<file path="src/design/odsm_pkg.sv">
// Package of constants and types for the output divider and mute block.
package odsm_pkg;
  localparam int CH_DIV_W     = 12;
  localparam int SR_DIV_W     = 20;
  localparam int NUM_CH       = 16;
  localparam int NUM_DIV      = 11;
  localparam int NUM_SRC      = 6;
  localparam int NUM_SR       = 7;
  localparam int DLY_W        = 8;
  localparam logic [CH_DIV_W-1:0] CH_DIV_RST = 12'h0001;
  localparam logic [SR_DIV_W-1:0] SR_DIV_RST = 20'h0_0001;
  localparam logic [DLY_W-1:0]    DLY_RST    = 8'h00;

  typedef enum logic [1:0] {
    ODSM_CMOS_NORMAL,
    ODSM_CMOS_INVERT,
    ODSM_CMOS_HIZ,
    ODSM_CMOS_LOW
  } odsm_cmos_mode_t;

  // Divider index serving each output channel.
  function automatic int odsm_div_of_ch(input int ch);
    if (ch < 4)
      return ch;
    else if (ch < 14)
      return 4 + (ch - 4) / 2;
    else
      return ch - 5;
  endfunction

  // SYSREF slot per divider, or -1 where the cascade is absent.
  function automatic int odsm_sr_of_div(input int d);
    if (d < 2)
      return d;
    else if (d < 4 || d > 8)
      return -1;
    else
      return d - 2;
  endfunction
endpackage

</file>
<file path="src/design/odsm_div_if.sv">
// Interface carrying one divider channel's controls and results.
`timescale 1ns/10ps
interface odsm_div_if;
  import odsm_pkg::*;
  logic                run;
  logic                sync_hold;
  logic                sr_en;
  logic [CH_DIV_W-1:0] ch_div;
  logic [SR_DIV_W-1:0] sr_div;
  logic [DLY_W-1:0]    static_dly;
  logic [DLY_W-1:0]    sr_dly;
  logic                tap;
  logic                clk_out;
  logic                rise;
  modport ctrl (output run, sync_hold, sr_en, ch_div, sr_div, static_dly,
                sr_dly, input tap, clk_out, rise);
  modport div  (input run, sync_hold, sr_en, ch_div, sr_div, static_dly,
                sr_dly, output tap, clk_out, rise);
endinterface

</file>
<file path="src/design/odsm_divider.sv">
// One channel divider with optional SYSREF cascade and digital delays.
`timescale 1ns/10ps
module odsm_divider
  import odsm_pkg::*;
#(
  parameter bit HAS_SR = 1'b1
)(
  input wire logic clk,
  input wire logic resetn,
  odsm_div_if.div  dif
);
  localparam int SR_LINE = (1 << DLY_W) - 1;

  logic [CH_DIV_W-1:0] chd_cnt_r;
  logic [CH_DIV_W-1:0] chd_last;
  logic [CH_DIV_W-1:0] chd_half;
  logic [SR_DIV_W-1:0] srd_cnt_r;
  logic [SR_DIV_W-1:0] srd_last;
  logic [SR_DIV_W-1:0] srd_half;
  logic [DLY_W-1:0]    dly_cnt_r;
  logic                st_out_r;
  logic [SR_LINE-1:0]  sr_line_r;
  logic [SR_LINE:0]    sr_taps;
  logic                out_r;
  logic                out_d_r;
  logic                hold;
  logic                dly_done;
  logic                chd_en;
  logic                chd_tick;
  logic                chd_hi;
  logic                srd_hi;
  logic                use_sr;

  assign hold     = !resetn || !dif.run || dif.sync_hold;
  assign use_sr   = HAS_SR && dif.sr_en;
  assign dly_done = (dly_cnt_r >= dif.static_dly);
  assign chd_en   = !hold && dly_done;

  // Ratios 0 and 1 both leave the output high, as one clock cannot pass
  // a full-rate clock; otherwise the high phase is the first half period.
  assign chd_last = (dif.ch_div > CH_DIV_W'(1)) ? dif.ch_div - CH_DIV_W'(1)
                                                : '0;
  assign chd_half = (dif.ch_div == '0) ? CH_DIV_W'(1)
                  : {1'b0, dif.ch_div[CH_DIV_W-1:1]}
                    + {{(CH_DIV_W-1){1'b0}}, dif.ch_div[0]};
  assign srd_last = (dif.sr_div > SR_DIV_W'(1)) ? dif.sr_div - SR_DIV_W'(1)
                                                : '0;
  assign srd_half = (dif.sr_div == '0) ? SR_DIV_W'(1)
                  : {1'b0, dif.sr_div[SR_DIV_W-1:1]}
                    + {{(SR_DIV_W-1){1'b0}}, dif.sr_div[0]};

  // Twelve-bit channel division, one period per ratio.
  always_ff @(posedge clk)
  begin
    if (!chd_en || chd_cnt_r >= chd_last)
      chd_cnt_r <= '0;
    else
      chd_cnt_r <= chd_cnt_r + CH_DIV_W'(1);
  end
  assign chd_tick = chd_en && (chd_cnt_r >= chd_last);
  assign chd_hi   = chd_en && (chd_cnt_r < chd_half);

  // Cascade advances once per channel period.
  always_ff @(posedge clk)
  begin
    if (hold || !use_sr)
      srd_cnt_r <= '0;
    else if (chd_tick)
    begin
      if (srd_cnt_r >= srd_last)
        srd_cnt_r <= '0;
      else
        srd_cnt_r <= srd_cnt_r + SR_DIV_W'(1);
    end
  end
  assign srd_hi = chd_en && (srd_cnt_r < srd_half);

  // Static digital delay holds back the divider start.
  always_ff @(posedge clk)
  begin
    if (hold)
      dly_cnt_r <= DLY_RST;
    else if (!dly_done)
      dly_cnt_r <= dly_cnt_r + DLY_W'(1);
  end

  always_ff @(posedge clk)
  begin
    if (hold)
      st_out_r <= 1'b0;
    else
      st_out_r <= use_sr ? srd_hi : chd_hi;
  end

  // SYSREF digital delay line, one tap per cycle.
  always_ff @(posedge clk)
  begin
    if (hold)
      sr_line_r <= '0;
    else
      sr_line_r <= {sr_line_r[SR_LINE-2:0], st_out_r};
  end
  assign sr_taps = {sr_line_r, st_out_r};

  always_ff @(posedge clk)
  begin
    if (hold)
      out_r <= 1'b0;
    else
      out_r <= use_sr ? sr_taps[dif.sr_dly] : st_out_r;
  end

  always_ff @(posedge clk)
  begin
    if (hold)
      out_d_r <= 1'b0;
    else
      out_d_r <= out_r;
  end

  assign dif.tap     = use_sr && st_out_r;
  assign dif.clk_out = out_r;
  assign dif.rise    = out_r && !out_d_r;
endmodule

</file>
<file path="src/design/odsm_top.sv">
// Output divider, SYSREF replication and auto-mute top level.
`timescale 1ns/10ps
// Overview of operation
// - First two channels: 12-bit plus 20-bit divider
// - Pairs 2/3 and 14/15 individual dividers
// - Five middle pairs share one divider
// - Total division: channel times sysref ratio
// - Pair divider off when both drivers disabled
// - Single-channel divider off with driver disabled
// - Static delay, plus SYSREF delays when cascaded
// - CMOS outputs: normal, inverted, high-Z, low
// - CMOS mode only on first two channels
// - GPIO replica needs drive and pair enable
// - Replica tapped after static delay
// - Replica a continuous clock only with cascade on
// - Mute driver while its source is invalid
// - Mute disabled passes output ungated
// - Glitchless synchronous start after lock
// - Sync holds dividers reset, output low
module odsm_top
  import odsm_pkg::*;
(
  input  wire logic                                  clk,
  input  wire logic                                  resetn,
  input  wire logic [odsm_pkg::NUM_SRC-1:0]          analog_lock,
  input  wire logic [odsm_pkg::NUM_SRC-1:0]          digital_lock,
  input  wire logic [odsm_pkg::NUM_SRC-1:0]          digital_phase_lock,
  input  wire logic [odsm_pkg::NUM_SRC-1:0]          mute_on_analog_loop_unlock,
  input  wire logic [odsm_pkg::NUM_SRC-1:0]          mute_on_digital_loop_unlock,
  input  wire logic [odsm_pkg::NUM_SRC-1:0]          mute_on_digital_phase_unlock,
  input  wire logic [odsm_pkg::NUM_DIV-1:0][2:0]     div_source_sel,
  input  wire logic [odsm_pkg::NUM_CH-1:0]           driver_enable,
  input  wire logic [odsm_pkg::NUM_CH-1:0]           mute_enable,
  input  wire logic [odsm_pkg::NUM_DIV-1:0]          div_sync_enable,
  input  wire logic                                  sync_request,
  input  wire logic [odsm_pkg::NUM_DIV-1:0][odsm_pkg::CH_DIV_W-1:0] ch_div,
  input  wire logic [odsm_pkg::NUM_SR-1:0][odsm_pkg::SR_DIV_W-1:0]  sr_div,
  input  wire logic [odsm_pkg::NUM_SR-1:0]           sr_enable,
  input  wire logic [odsm_pkg::NUM_DIV-1:0][odsm_pkg::DLY_W-1:0]    static_dly,
  input  wire logic [odsm_pkg::NUM_SR-1:0][odsm_pkg::DLY_W-1:0]     sr_dly,
  input  wire logic [1:0]                            cmos_enable,
  input  wire odsm_pkg::odsm_cmos_mode_t [3:0]       cmos_mode,
  input  wire logic [1:0]                            gpio_pin_output_drive_enable,
  input  wire logic [odsm_pkg::NUM_SR-1:0]           pair_sysref_replica_enable,
  output logic      [odsm_pkg::NUM_CH-1:0]           out_clk,
  output logic      [odsm_pkg::NUM_CH-1:0]           out_muted,
  output logic      [3:0]                            cmos_out,
  output logic      [3:0]                            cmos_oe,
  output logic      [odsm_pkg::NUM_DIV-1:0]          div_powered,
  output logic      [1:0]                            gpio_out,
  output logic      [1:0]                            gpio_oe
);
  import odsm_pkg::*;

  logic                sync_s1_r;
  logic                sync_s2_r;
  logic [NUM_SRC-1:0]  al_s1_r, al_s2_r, dl_s1_r, dl_s2_r, dp_s1_r, dp_s2_r;
  logic [NUM_SRC-1:0]  src_invalid;
  logic [NUM_DIV-1:0]  div_clk, div_rise, div_tap;
  logic [NUM_CH-1:0]   muted_r, muted_nxt;
  logic [NUM_CH-1:0]   out_r;
  logic                rep_src;

  // ---------------------------------------------------------------
  // Input synchronisers
  // ---------------------------------------------------------------
  always_ff @(posedge clk)
  begin
    if (!resetn)
    begin
      sync_s1_r <= 1'b0;
      sync_s2_r <= 1'b0;
      al_s1_r   <= '0;
      al_s2_r   <= '0;
      dl_s1_r   <= '0;
      dl_s2_r   <= '0;
      dp_s1_r   <= '0;
      dp_s2_r   <= '0;
    end
    else
    begin
      sync_s1_r <= sync_request;
      sync_s2_r <= sync_s1_r;
      al_s1_r   <= analog_lock;
      al_s2_r   <= al_s1_r;
      dl_s1_r   <= digital_lock;
      dl_s2_r   <= dl_s1_r;
      dp_s1_r   <= digital_phase_lock;
      dp_s2_r   <= dp_s1_r;
    end
  end

  assign src_invalid = (mute_on_analog_loop_unlock & ~al_s2_r)
                     | (mute_on_digital_loop_unlock & ~dl_s2_r)
                     | (mute_on_digital_phase_unlock & ~dp_s2_r);

  // ---------------------------------------------------------------
  // Divider instances
  // ---------------------------------------------------------------
  for (genvar d = 0; d < NUM_DIV; d++)
  begin : g_div
    localparam int SR = odsm_sr_of_div(d);
    localparam int C0 = (d < 4) ? d : (d < 9) ? 4 + 2 * (d - 4) : d + 5;
    localparam bit PAIRED = (d >= 4 && d <= 8);
    odsm_div_if dif();

    // Shared divider powered by either driver.
    if (PAIRED)
    begin : g_pair
      assign div_powered[d] = driver_enable[C0] | driver_enable[C0+1];
    end
    else
    begin : g_single
      assign div_powered[d] = driver_enable[C0];
    end

    assign dif.run        = div_powered[d];
    // Sync holds enabled dividers in reset.
    assign dif.sync_hold  = sync_s2_r & div_sync_enable[d];
    assign dif.ch_div     = ch_div[d];
    assign dif.static_dly = static_dly[d];
    if (SR >= 0)
    begin : g_sr
      assign dif.sr_en  = sr_enable[SR];
      assign dif.sr_div = sr_div[SR];
      assign dif.sr_dly = sr_dly[SR];
    end
    else
    begin : g_nosr
      assign dif.sr_en  = 1'b0;
      assign dif.sr_div = SR_DIV_RST;
      assign dif.sr_dly = DLY_RST;
    end

    odsm_divider #(
      .HAS_SR (SR >= 0)
    ) u_div (
      .clk    (clk),
      .resetn (resetn),
      .dif    (dif)
    );
    assign div_clk[d]  = dif.clk_out;
    assign div_rise[d] = dif.rise;
    assign div_tap[d]  = dif.tap;
  end

  // ---------------------------------------------------------------
  // Auto-mute and output drive
  // ---------------------------------------------------------------
  always_comb
  begin
    muted_nxt = muted_r;
    for (int c = 0; c < NUM_CH; c++)
    begin
      int d;
      d = odsm_div_of_ch(c);
      if (!mute_enable[c])
        muted_nxt[c] = 1'b0;
      else if (src_invalid[div_source_sel[d]])
        muted_nxt[c] = 1'b1;
      else if (div_rise[d])
        muted_nxt[c] = 1'b0;
    end
  end

  always_ff @(posedge clk)
  begin
    if (!resetn)
      muted_r <= '1;
    else
      muted_r <= muted_nxt;
  end

  always_ff @(posedge clk)
  begin
    if (!resetn)
      out_r <= '0;
    else
      for (int c = 0; c < NUM_CH; c++)
        out_r[c] <= driver_enable[c] && !muted_nxt[c]
                    && div_clk[odsm_div_of_ch(c)];
  end

  assign out_clk   = out_r;
  assign out_muted = muted_r;

  // CMOS pins only on the first two channels.
  always_comb
  begin
    for (int i = 0; i < 4; i++)
    begin
      cmos_out[i] = 1'b0;
      cmos_oe[i]  = 1'b0;
      if (cmos_enable[i/2] && driver_enable[i/2])
      begin
        case (cmos_mode[i])
          ODSM_CMOS_NORMAL:
          begin
            cmos_out[i] = out_r[i/2];
            cmos_oe[i]  = 1'b1;
          end
          ODSM_CMOS_INVERT:
          begin
            cmos_out[i] = !out_r[i/2] && !muted_r[i/2];
            cmos_oe[i]  = 1'b1;
          end
          ODSM_CMOS_LOW:
            cmos_oe[i] = 1'b1;
          default:
            cmos_oe[i] = 1'b0;
        endcase
      end
    end
  end

  // ---------------------------------------------------------------
  // SYSREF replication onto GPIO
  // ---------------------------------------------------------------
  // First enabled pair drives the replica.
  always_comb
  begin
    rep_src = 1'b0;
    for (int s = NUM_SR - 1; s >= 0; s--)
      if (pair_sysref_replica_enable[s])
        rep_src = div_tap[s < 2 ? s : s + 2];
  end

  always_ff @(posedge clk)
  begin
    if (!resetn)
      gpio_out <= 2'h0;
    else
      for (int g = 0; g < 2; g++)
        gpio_out[g] <= gpio_pin_output_drive_enable[g]
                       && |pair_sysref_replica_enable && rep_src;
  end

  assign gpio_oe = gpio_pin_output_drive_enable;
endmodule

</file>
<file path="config.mk">
export PLATFORM = sky130hd
export DESIGN_NAME = odsm_top
export DESIGN_NICKNAME = d
export VERILOG_FILES = /design/src/design/odsm_pkg.sv /design/src/design/odsm_div_if.sv /design/src/design/odsm_divider.sv /design/src/design/odsm_top.sv
export SDC_FILE = /design/constraint.sdc
export NUM_CORES = 2
export LEC_CHECK = 0
export ABC_AREA = 0
export BUFFER_PORTS_ARGS = -buffer_cell sky130_fd_sc_hd__buf_2
export CAP_MARGIN = 20
export CORE_UTILIZATION = 55
export CTS_CLUSTER_DIAMETER = 200
export DETAILED_ROUTE_END_ITERATION = 16
export GPL_ROUTABILITY_DRIVEN = 0
export GPL_TIMING_DRIVEN = 1
export PLACE_DENSITY_LB_ADDON = 0.25
export SLEW_MARGIN = 20
export SYNTH_ARGS = -nofsm -noshare
export SYNTH_HDL_FRONTEND = slang
export SYNTH_SLANG_ARGS = --single-unit
export TNS_END_PERCENT = 100
</file>
<file path="constraint.sdc">
create_clock -name clk -period 6.7 [get_ports clk]
set_clock_uncertainty 0.2 [all_clocks]
set_input_delay 1.34 -clock clk [delete_from_list [all_inputs] [get_ports clk]]
set_output_delay 1.34 -clock clk [all_outputs]
set_load 0.01 [all_outputs]
</file>
Word level (Yosys, flattened, before mapping) --
Cells that the tools add are included.
Cells by class: $add $sub $neg 65, order comparisons 94, eq/ne operators 8, muxes and demuxes 208, bitwise operators 24, reductions and logical operators 233
Operator list (count):
- 20-bit two-way mux | 21
- 32-bit by 6-bit < comparator with 1-bit output, second input constant | 11
- 32-bit two-way mux | 11
- 12-bit two-way mux | 22
- 19-bit by 1-bit adder with 20-bit output | 7
- 20-bit by 1-bit adder with 20-bit output, second input constant | 7
- 20-bit greater-or-equal comparator | 7
- 20-bit by 1-bit greater-than comparator with 1-bit output, second input constant | 7
- 20-bit logical NOT | 7
- 20-bit < comparator | 7
- 20-bit by 1-bit subtractor with 20-bit output, second input constant | 7
- 11-bit by 1-bit adder with 12-bit output | 11
- 12-bit by 1-bit adder with 12-bit output, second input constant | 11
- 12-bit greater-or-equal comparator | 11
- 12-bit by 1-bit greater-than comparator with 1-bit output, second input constant | 11
- 12-bit logical NOT | 11
- 12-bit < comparator | 11
- 12-bit by 1-bit subtractor with 12-bit output, second input constant | 11
- 1-bit two-way mux | 121
- 1-bit logical AND | 94
- 8-bit by 1-bit adder with 8-bit output, second input constant | 11
- 8-bit greater-or-equal comparator | 11
- 1-bit logical NOT | 72
- 8-bit by 9-bit < comparator with 1-bit output, second input constant | 7
- other kinds (16) | 125
Word-level totals: flip-flop bits (word level) 2250, input port bits 557, output and inout port bits 55

Depth between registers and ports, before layout --
word-level depth 11, gate-level depth with buffers 19, mapped depth without buffers 17

Cells and area by module --
Synthesis repeated with hierarchy kept, for this count alone.
Second synthesis, totals: cell total of the unflattened synthesis 10798, area, all modules 108929.5 µm²
Modules (own cells, without submodules):
- odsm_divider at g_div[1].u_div ... | times used 5, cells each 1330, area an instance 13875.8 µm², seq. area each 5965.7 µm²
- odsm_divider at g_div[0].u_div ... | times used 2, cells each 1316, area an instance 13571.8 µm², seq. area each 5965.7 µm²
- odsm_divider at g_div[10].u_div ... | times used 3, cells each 274, area an instance 2210.9 µm², seq. area each 460.4 µm²
- odsm_top | times used 1, cells each 425, area an instance 3672.3 µm², seq. area each 1441.4 µm²
- odsm_divider at g_div[9].u_div | times used 1, cells each 269, area an instance 2102.0 µm², seq. area each 460.4 µm²

Worst setup path after synthesis --
No wires, ideal clock.
path kind input to register, from input sr_div[130] (netlist name), to register g_div[8].u_div.srd_cnt_r[0], arrival time 5.145 ns, data required time 6.435 ns, setup slack 1.290 ns, cell stages on the path 19, path through buf_6 > or4_4 > or3_4 > or3_4 > nor3_4 > o21a_1 > nand2_1 > clkbuf_1 > nand2_1 > ha_1 > a21o_1 > a21o_1 > a21oi_1 > nor3_1 > a2111oi_0 > o21ai_0 > a21o_1 > clkbuf_1 > nor2_1
Between the ends: word-level cells in the longest chain between the ends 4, elaborated cells on any way between the ends 5
Ends and longest elaborated chain:
- start: declaration | line odsm_top.sv:37 | input wire logic [odsm_pkg::NUM_SR-1:0][odsm_pkg::SR_DIV_W-1:0] sr_div,
- 20-bit by 1-bit subtractor with 20-bit output / 20-bit by 1-bit greater-than comparator with 1-bit output (equally long branches) | line odsm_divider.sv:46 | assign srd_last = (dif.sr_div > SR_DIV_W'(1)) ? dif.sr_div - SR_DIV_W'(1)
- 20-bit two-way mux (*) | line odsm_divider.sv:46
- 20-bit greater-or-equal comparator (*) | line odsm_divider.sv:70 | if (srd_cnt_r >= srd_last)
- 20-bit two-way mux (*) | line odsm_divider.sv:70
- end signal: assignment | line odsm_divider.sv:73 | srd_cnt_r <= srd_cnt_r + SR_DIV_W'(1);
- end: declaration | line odsm_divider.sv:17 | logic [SR_DIV_W-1:0] srd_cnt_r;
Mark *: on every way between the ends. The rest lies on a longest branch, timed or not. A chain may end at the register's enable or synchronous reset.

Worst setup path after layout --
from input sr_div[131] (netlist name), to register g_div[8].u_div.srd_cnt_r[4]
Same word-level chain as after synthesis.

==> results.md <==
* Outcome: completed
* CTS root buf: clkbuf_16
* Most common cell on crit path: a21o_1
* Post-synthesis async set-or-reset flop share at 0%
* Global-route wire length before repair at 404000 um
* Via Count at 75900
* Largest cells by area after synthesis: dfxtp_1, and2_1, mux4_2
* Critical path class: input port to flop
* Die H at 440 um
* Clk slew on worst S/H paths at 0.06 ns
* Share of the synthesized area in the top cell type at 42.6%
* Overflow after GRT at 0
* Arrival @ worst endpoint at 5.72 ns
* P&R area growth vs syn at 12.1%
* WP buf/inv at 1
* Initial core utilization at 55.5%
* Remaining DRCs at 0
* Hold_ws at 0.211 ns
* Die width at 440 um
* Synthesized area at around 110000 um^2
* 1st-iter DRT viols at 4695
* Core ar. at 190000 um^2
* Post-synth top area cell: dfxtp_1
* HP Start: g_div[3].u_div.st_out_r
* Final Critical Period at roughly 5.1 ns
* Port bufs at 611
* Number of H-tree levels at 4
* Final period util at 76.8%
* Max-cap viol count at 0
* CP Capture Type: flop
* Clk_lat worst skew at 0.88 ns
* HPWL Detailed at 184000 um
* Syn Nets at 11800
* Achievable Freq at 194 MHz
* Share of post-route cells with drive strength above 1 at 14.1%
* Cell family with most CP delay: simple AND/OR/NAND/NOR gates
* Initial antenna violation count at 73
* Sequential-to-total area share from yosys stat at 42.6%
* Standard-cell row count at 160
* Largest fanout on the critical path at 20
* FILL cells at between 15000 and 20000
* Reg-to-Reg Start: g_div[6].u_div.dly_cnt_r[0]
* Crit. Startpoint: sr_div[131]
* Hold WC Path Type: flop to flop
* Vias per inst at approximately 5.6
* Post-route setup slack at 1.56 ns
* Crit-path cells: buf_2, or4_4, or3_4, or3_4, nor3_4, o21a_1, nand2_1, nand2_1, ha_1, a21o_1, a21o_1, a21oi_1, nor3_1, a2111oi_0, o21ai_0, a21o_1, nor2_1
* Vias in the first global route at 75700
* TritonCTS clock tree: done
* Relative slew slack at 29.0%
* Leakage power at 50.2 nW
* # IOs at 612
* TNS Setup at 0 ns
* Yosys reg bits at 2250
* All-Layer GR Usage at between 20% and 30%
* Synth cell count leaders: dfxtp_1, and2_1, ha_1
* Mapped Avg Cell Area at 10.1 um^2
* Worst vdd ir at around 0.22 mV
* CP max stage delay at around 0.55 ns
* Max clock buf depth at 3
* Most common cell in the netlist: dfxtp_1
* RSZ-0062 raised after global routing: no
* Post-CTS Resized at 0
* Hold-fix buffers, CTS at 0
* Post-route cell area at 118000 um^2
* Die ar. at 194000 um^2
* Synth cell types at 83
* Setup WS pre-CTS at 0.658 ns
* Drt pass-1 iters at 6
* EDFF count, synth at 0
* Main synth FF type: dfxtp_1
* TritonCTS Buffers at approximately 220
* CTS sink count at between 2000 and 2500
* Fin. max-slew vios at 0
* Cells after Synth at 10500
* Critical-path top delay cell: or4_4
* Largest net degree at the start of global routing at between 150 and 200
* DRT antenna net count at 0
* Slew @ Worst Pin at 1.05 ns
* P per Cell Area at 239 nW/um^2
* Wire length per cell at approximately 19 um
* Placed inst area at 110000 um^2
* Nets at approximately 12000
* Drt total wl at roughly 250000 um
* Yosys warning total at 0
* Post-CTS Setup Inserts at 0
* Critical Path RT at about 7.3 ns
* Final Hold Fails at 0
* Setup crit start kind: input port
* Setup violations, final at 0
## kinds of logic (layout without fill, tap and decap cells)
family	count (synthesis)	count (layout)	synth area share (%)
buffers and inverters	811	1354	3.05
flip-flops	2250	2250	42.6
XOR/XNOR	736	736	6.10
adder cells (fa/ha/maj)	733	733	8.68
other	0	93	0
multiplexers	550	550	10.5
AO/OA/AOI/OAI	991	991	6.32
AND/OR/NAND/NOR	4417	4417	22.7
## area by class of cell
type | count | area, um^2 | share of cell area [%]
tap | 2511 | 3140 | 2.65
multi-input combinational | 7427 | 57500 | 48.5
timing repair buffer | 686 | 3660 | 3.09
clock buffer | 303 | 6200 | 5.23
clock inverter | 103 | 1670 | 1.41
sequential | 2250 | 45000 | 38.0
antenna | 93 | 233 | 0.197
inverter | 262 | 983 | 0.831
## state kept, by name, summed over array words and instances (netlist names), 11 cells and up
signal / flops
g_div.u_div.sr_line_r: 1785
g_div.u_div.srd_cnt_r: 140
g_div.u_div.chd_cnt_r: 132
g_div.u_div.dly_cnt_r: 88
out_clk: 16
out_muted: 16
g_div.u_div.dif.clk_out: 11
g_div.u_div.out_d_r: 11
g_div.u_div.st_out_r: 11
## layer usage
metal	track usage [%]	vias to the layer above	share of wire [%]	wire [um]
met5	0	-	0.048	123
met4	13.5	16	5.0	12700
met3	4.30	492	4.9	12500
met2	42.6	1605	48	121000
met1	32.1	36700	42	108000
li1	-	37100	-	-
## where the power goes
group | switching, mW | internal (mW) | total, mW
Combinational | 1.14 | 0.643 | 1.78
Clock | 5.45 | 7.65 | 13.1
Sequential | 0.0289 | 13.4 | 13.4
Total | 6.61 | 21.7 | 28.3
## worst paths after layout
check	end	slack [ns]	cells after the start
max	g_div[8].u_div.srd_cnt_r[4]	1.56	17
min	g_div[3].u_div.dif.clk_out	0.21	2
max reg2reg	g_div[6].u_div.srd_cnt_r[16]	3.13	10
min reg2reg	g_div[3].u_div.dif.clk_out	0.21	2
## cells in the final DEF, fill, tap and decap left out, drive strengths merged, types with 268 or more instances in the layout
cell       n
nor2     688
buf      685
clkbuf   304
inv      268
and2    1873
nand2    655
nand3    325
mux4     447
dfxtp   2250
xor2     490
ha       733
## per-stage QoR
step	instances	power (mW)	util [%]
global route	13600	29.3	62.2
detailed placement	13100	15.5	57.9
global placement	13100	15.4	57.9
finish	13600	28.3	62.2
floorplan	10500	14.9	-
CTS	13500	28.6	62.1
## tightest hold or removal path: stages, from the launching register on
cell and delay [ns]:
dfxtp_1 0.30, inv_1 0.04, nor2_1 0.03
(Power assumes the default switching activity.)
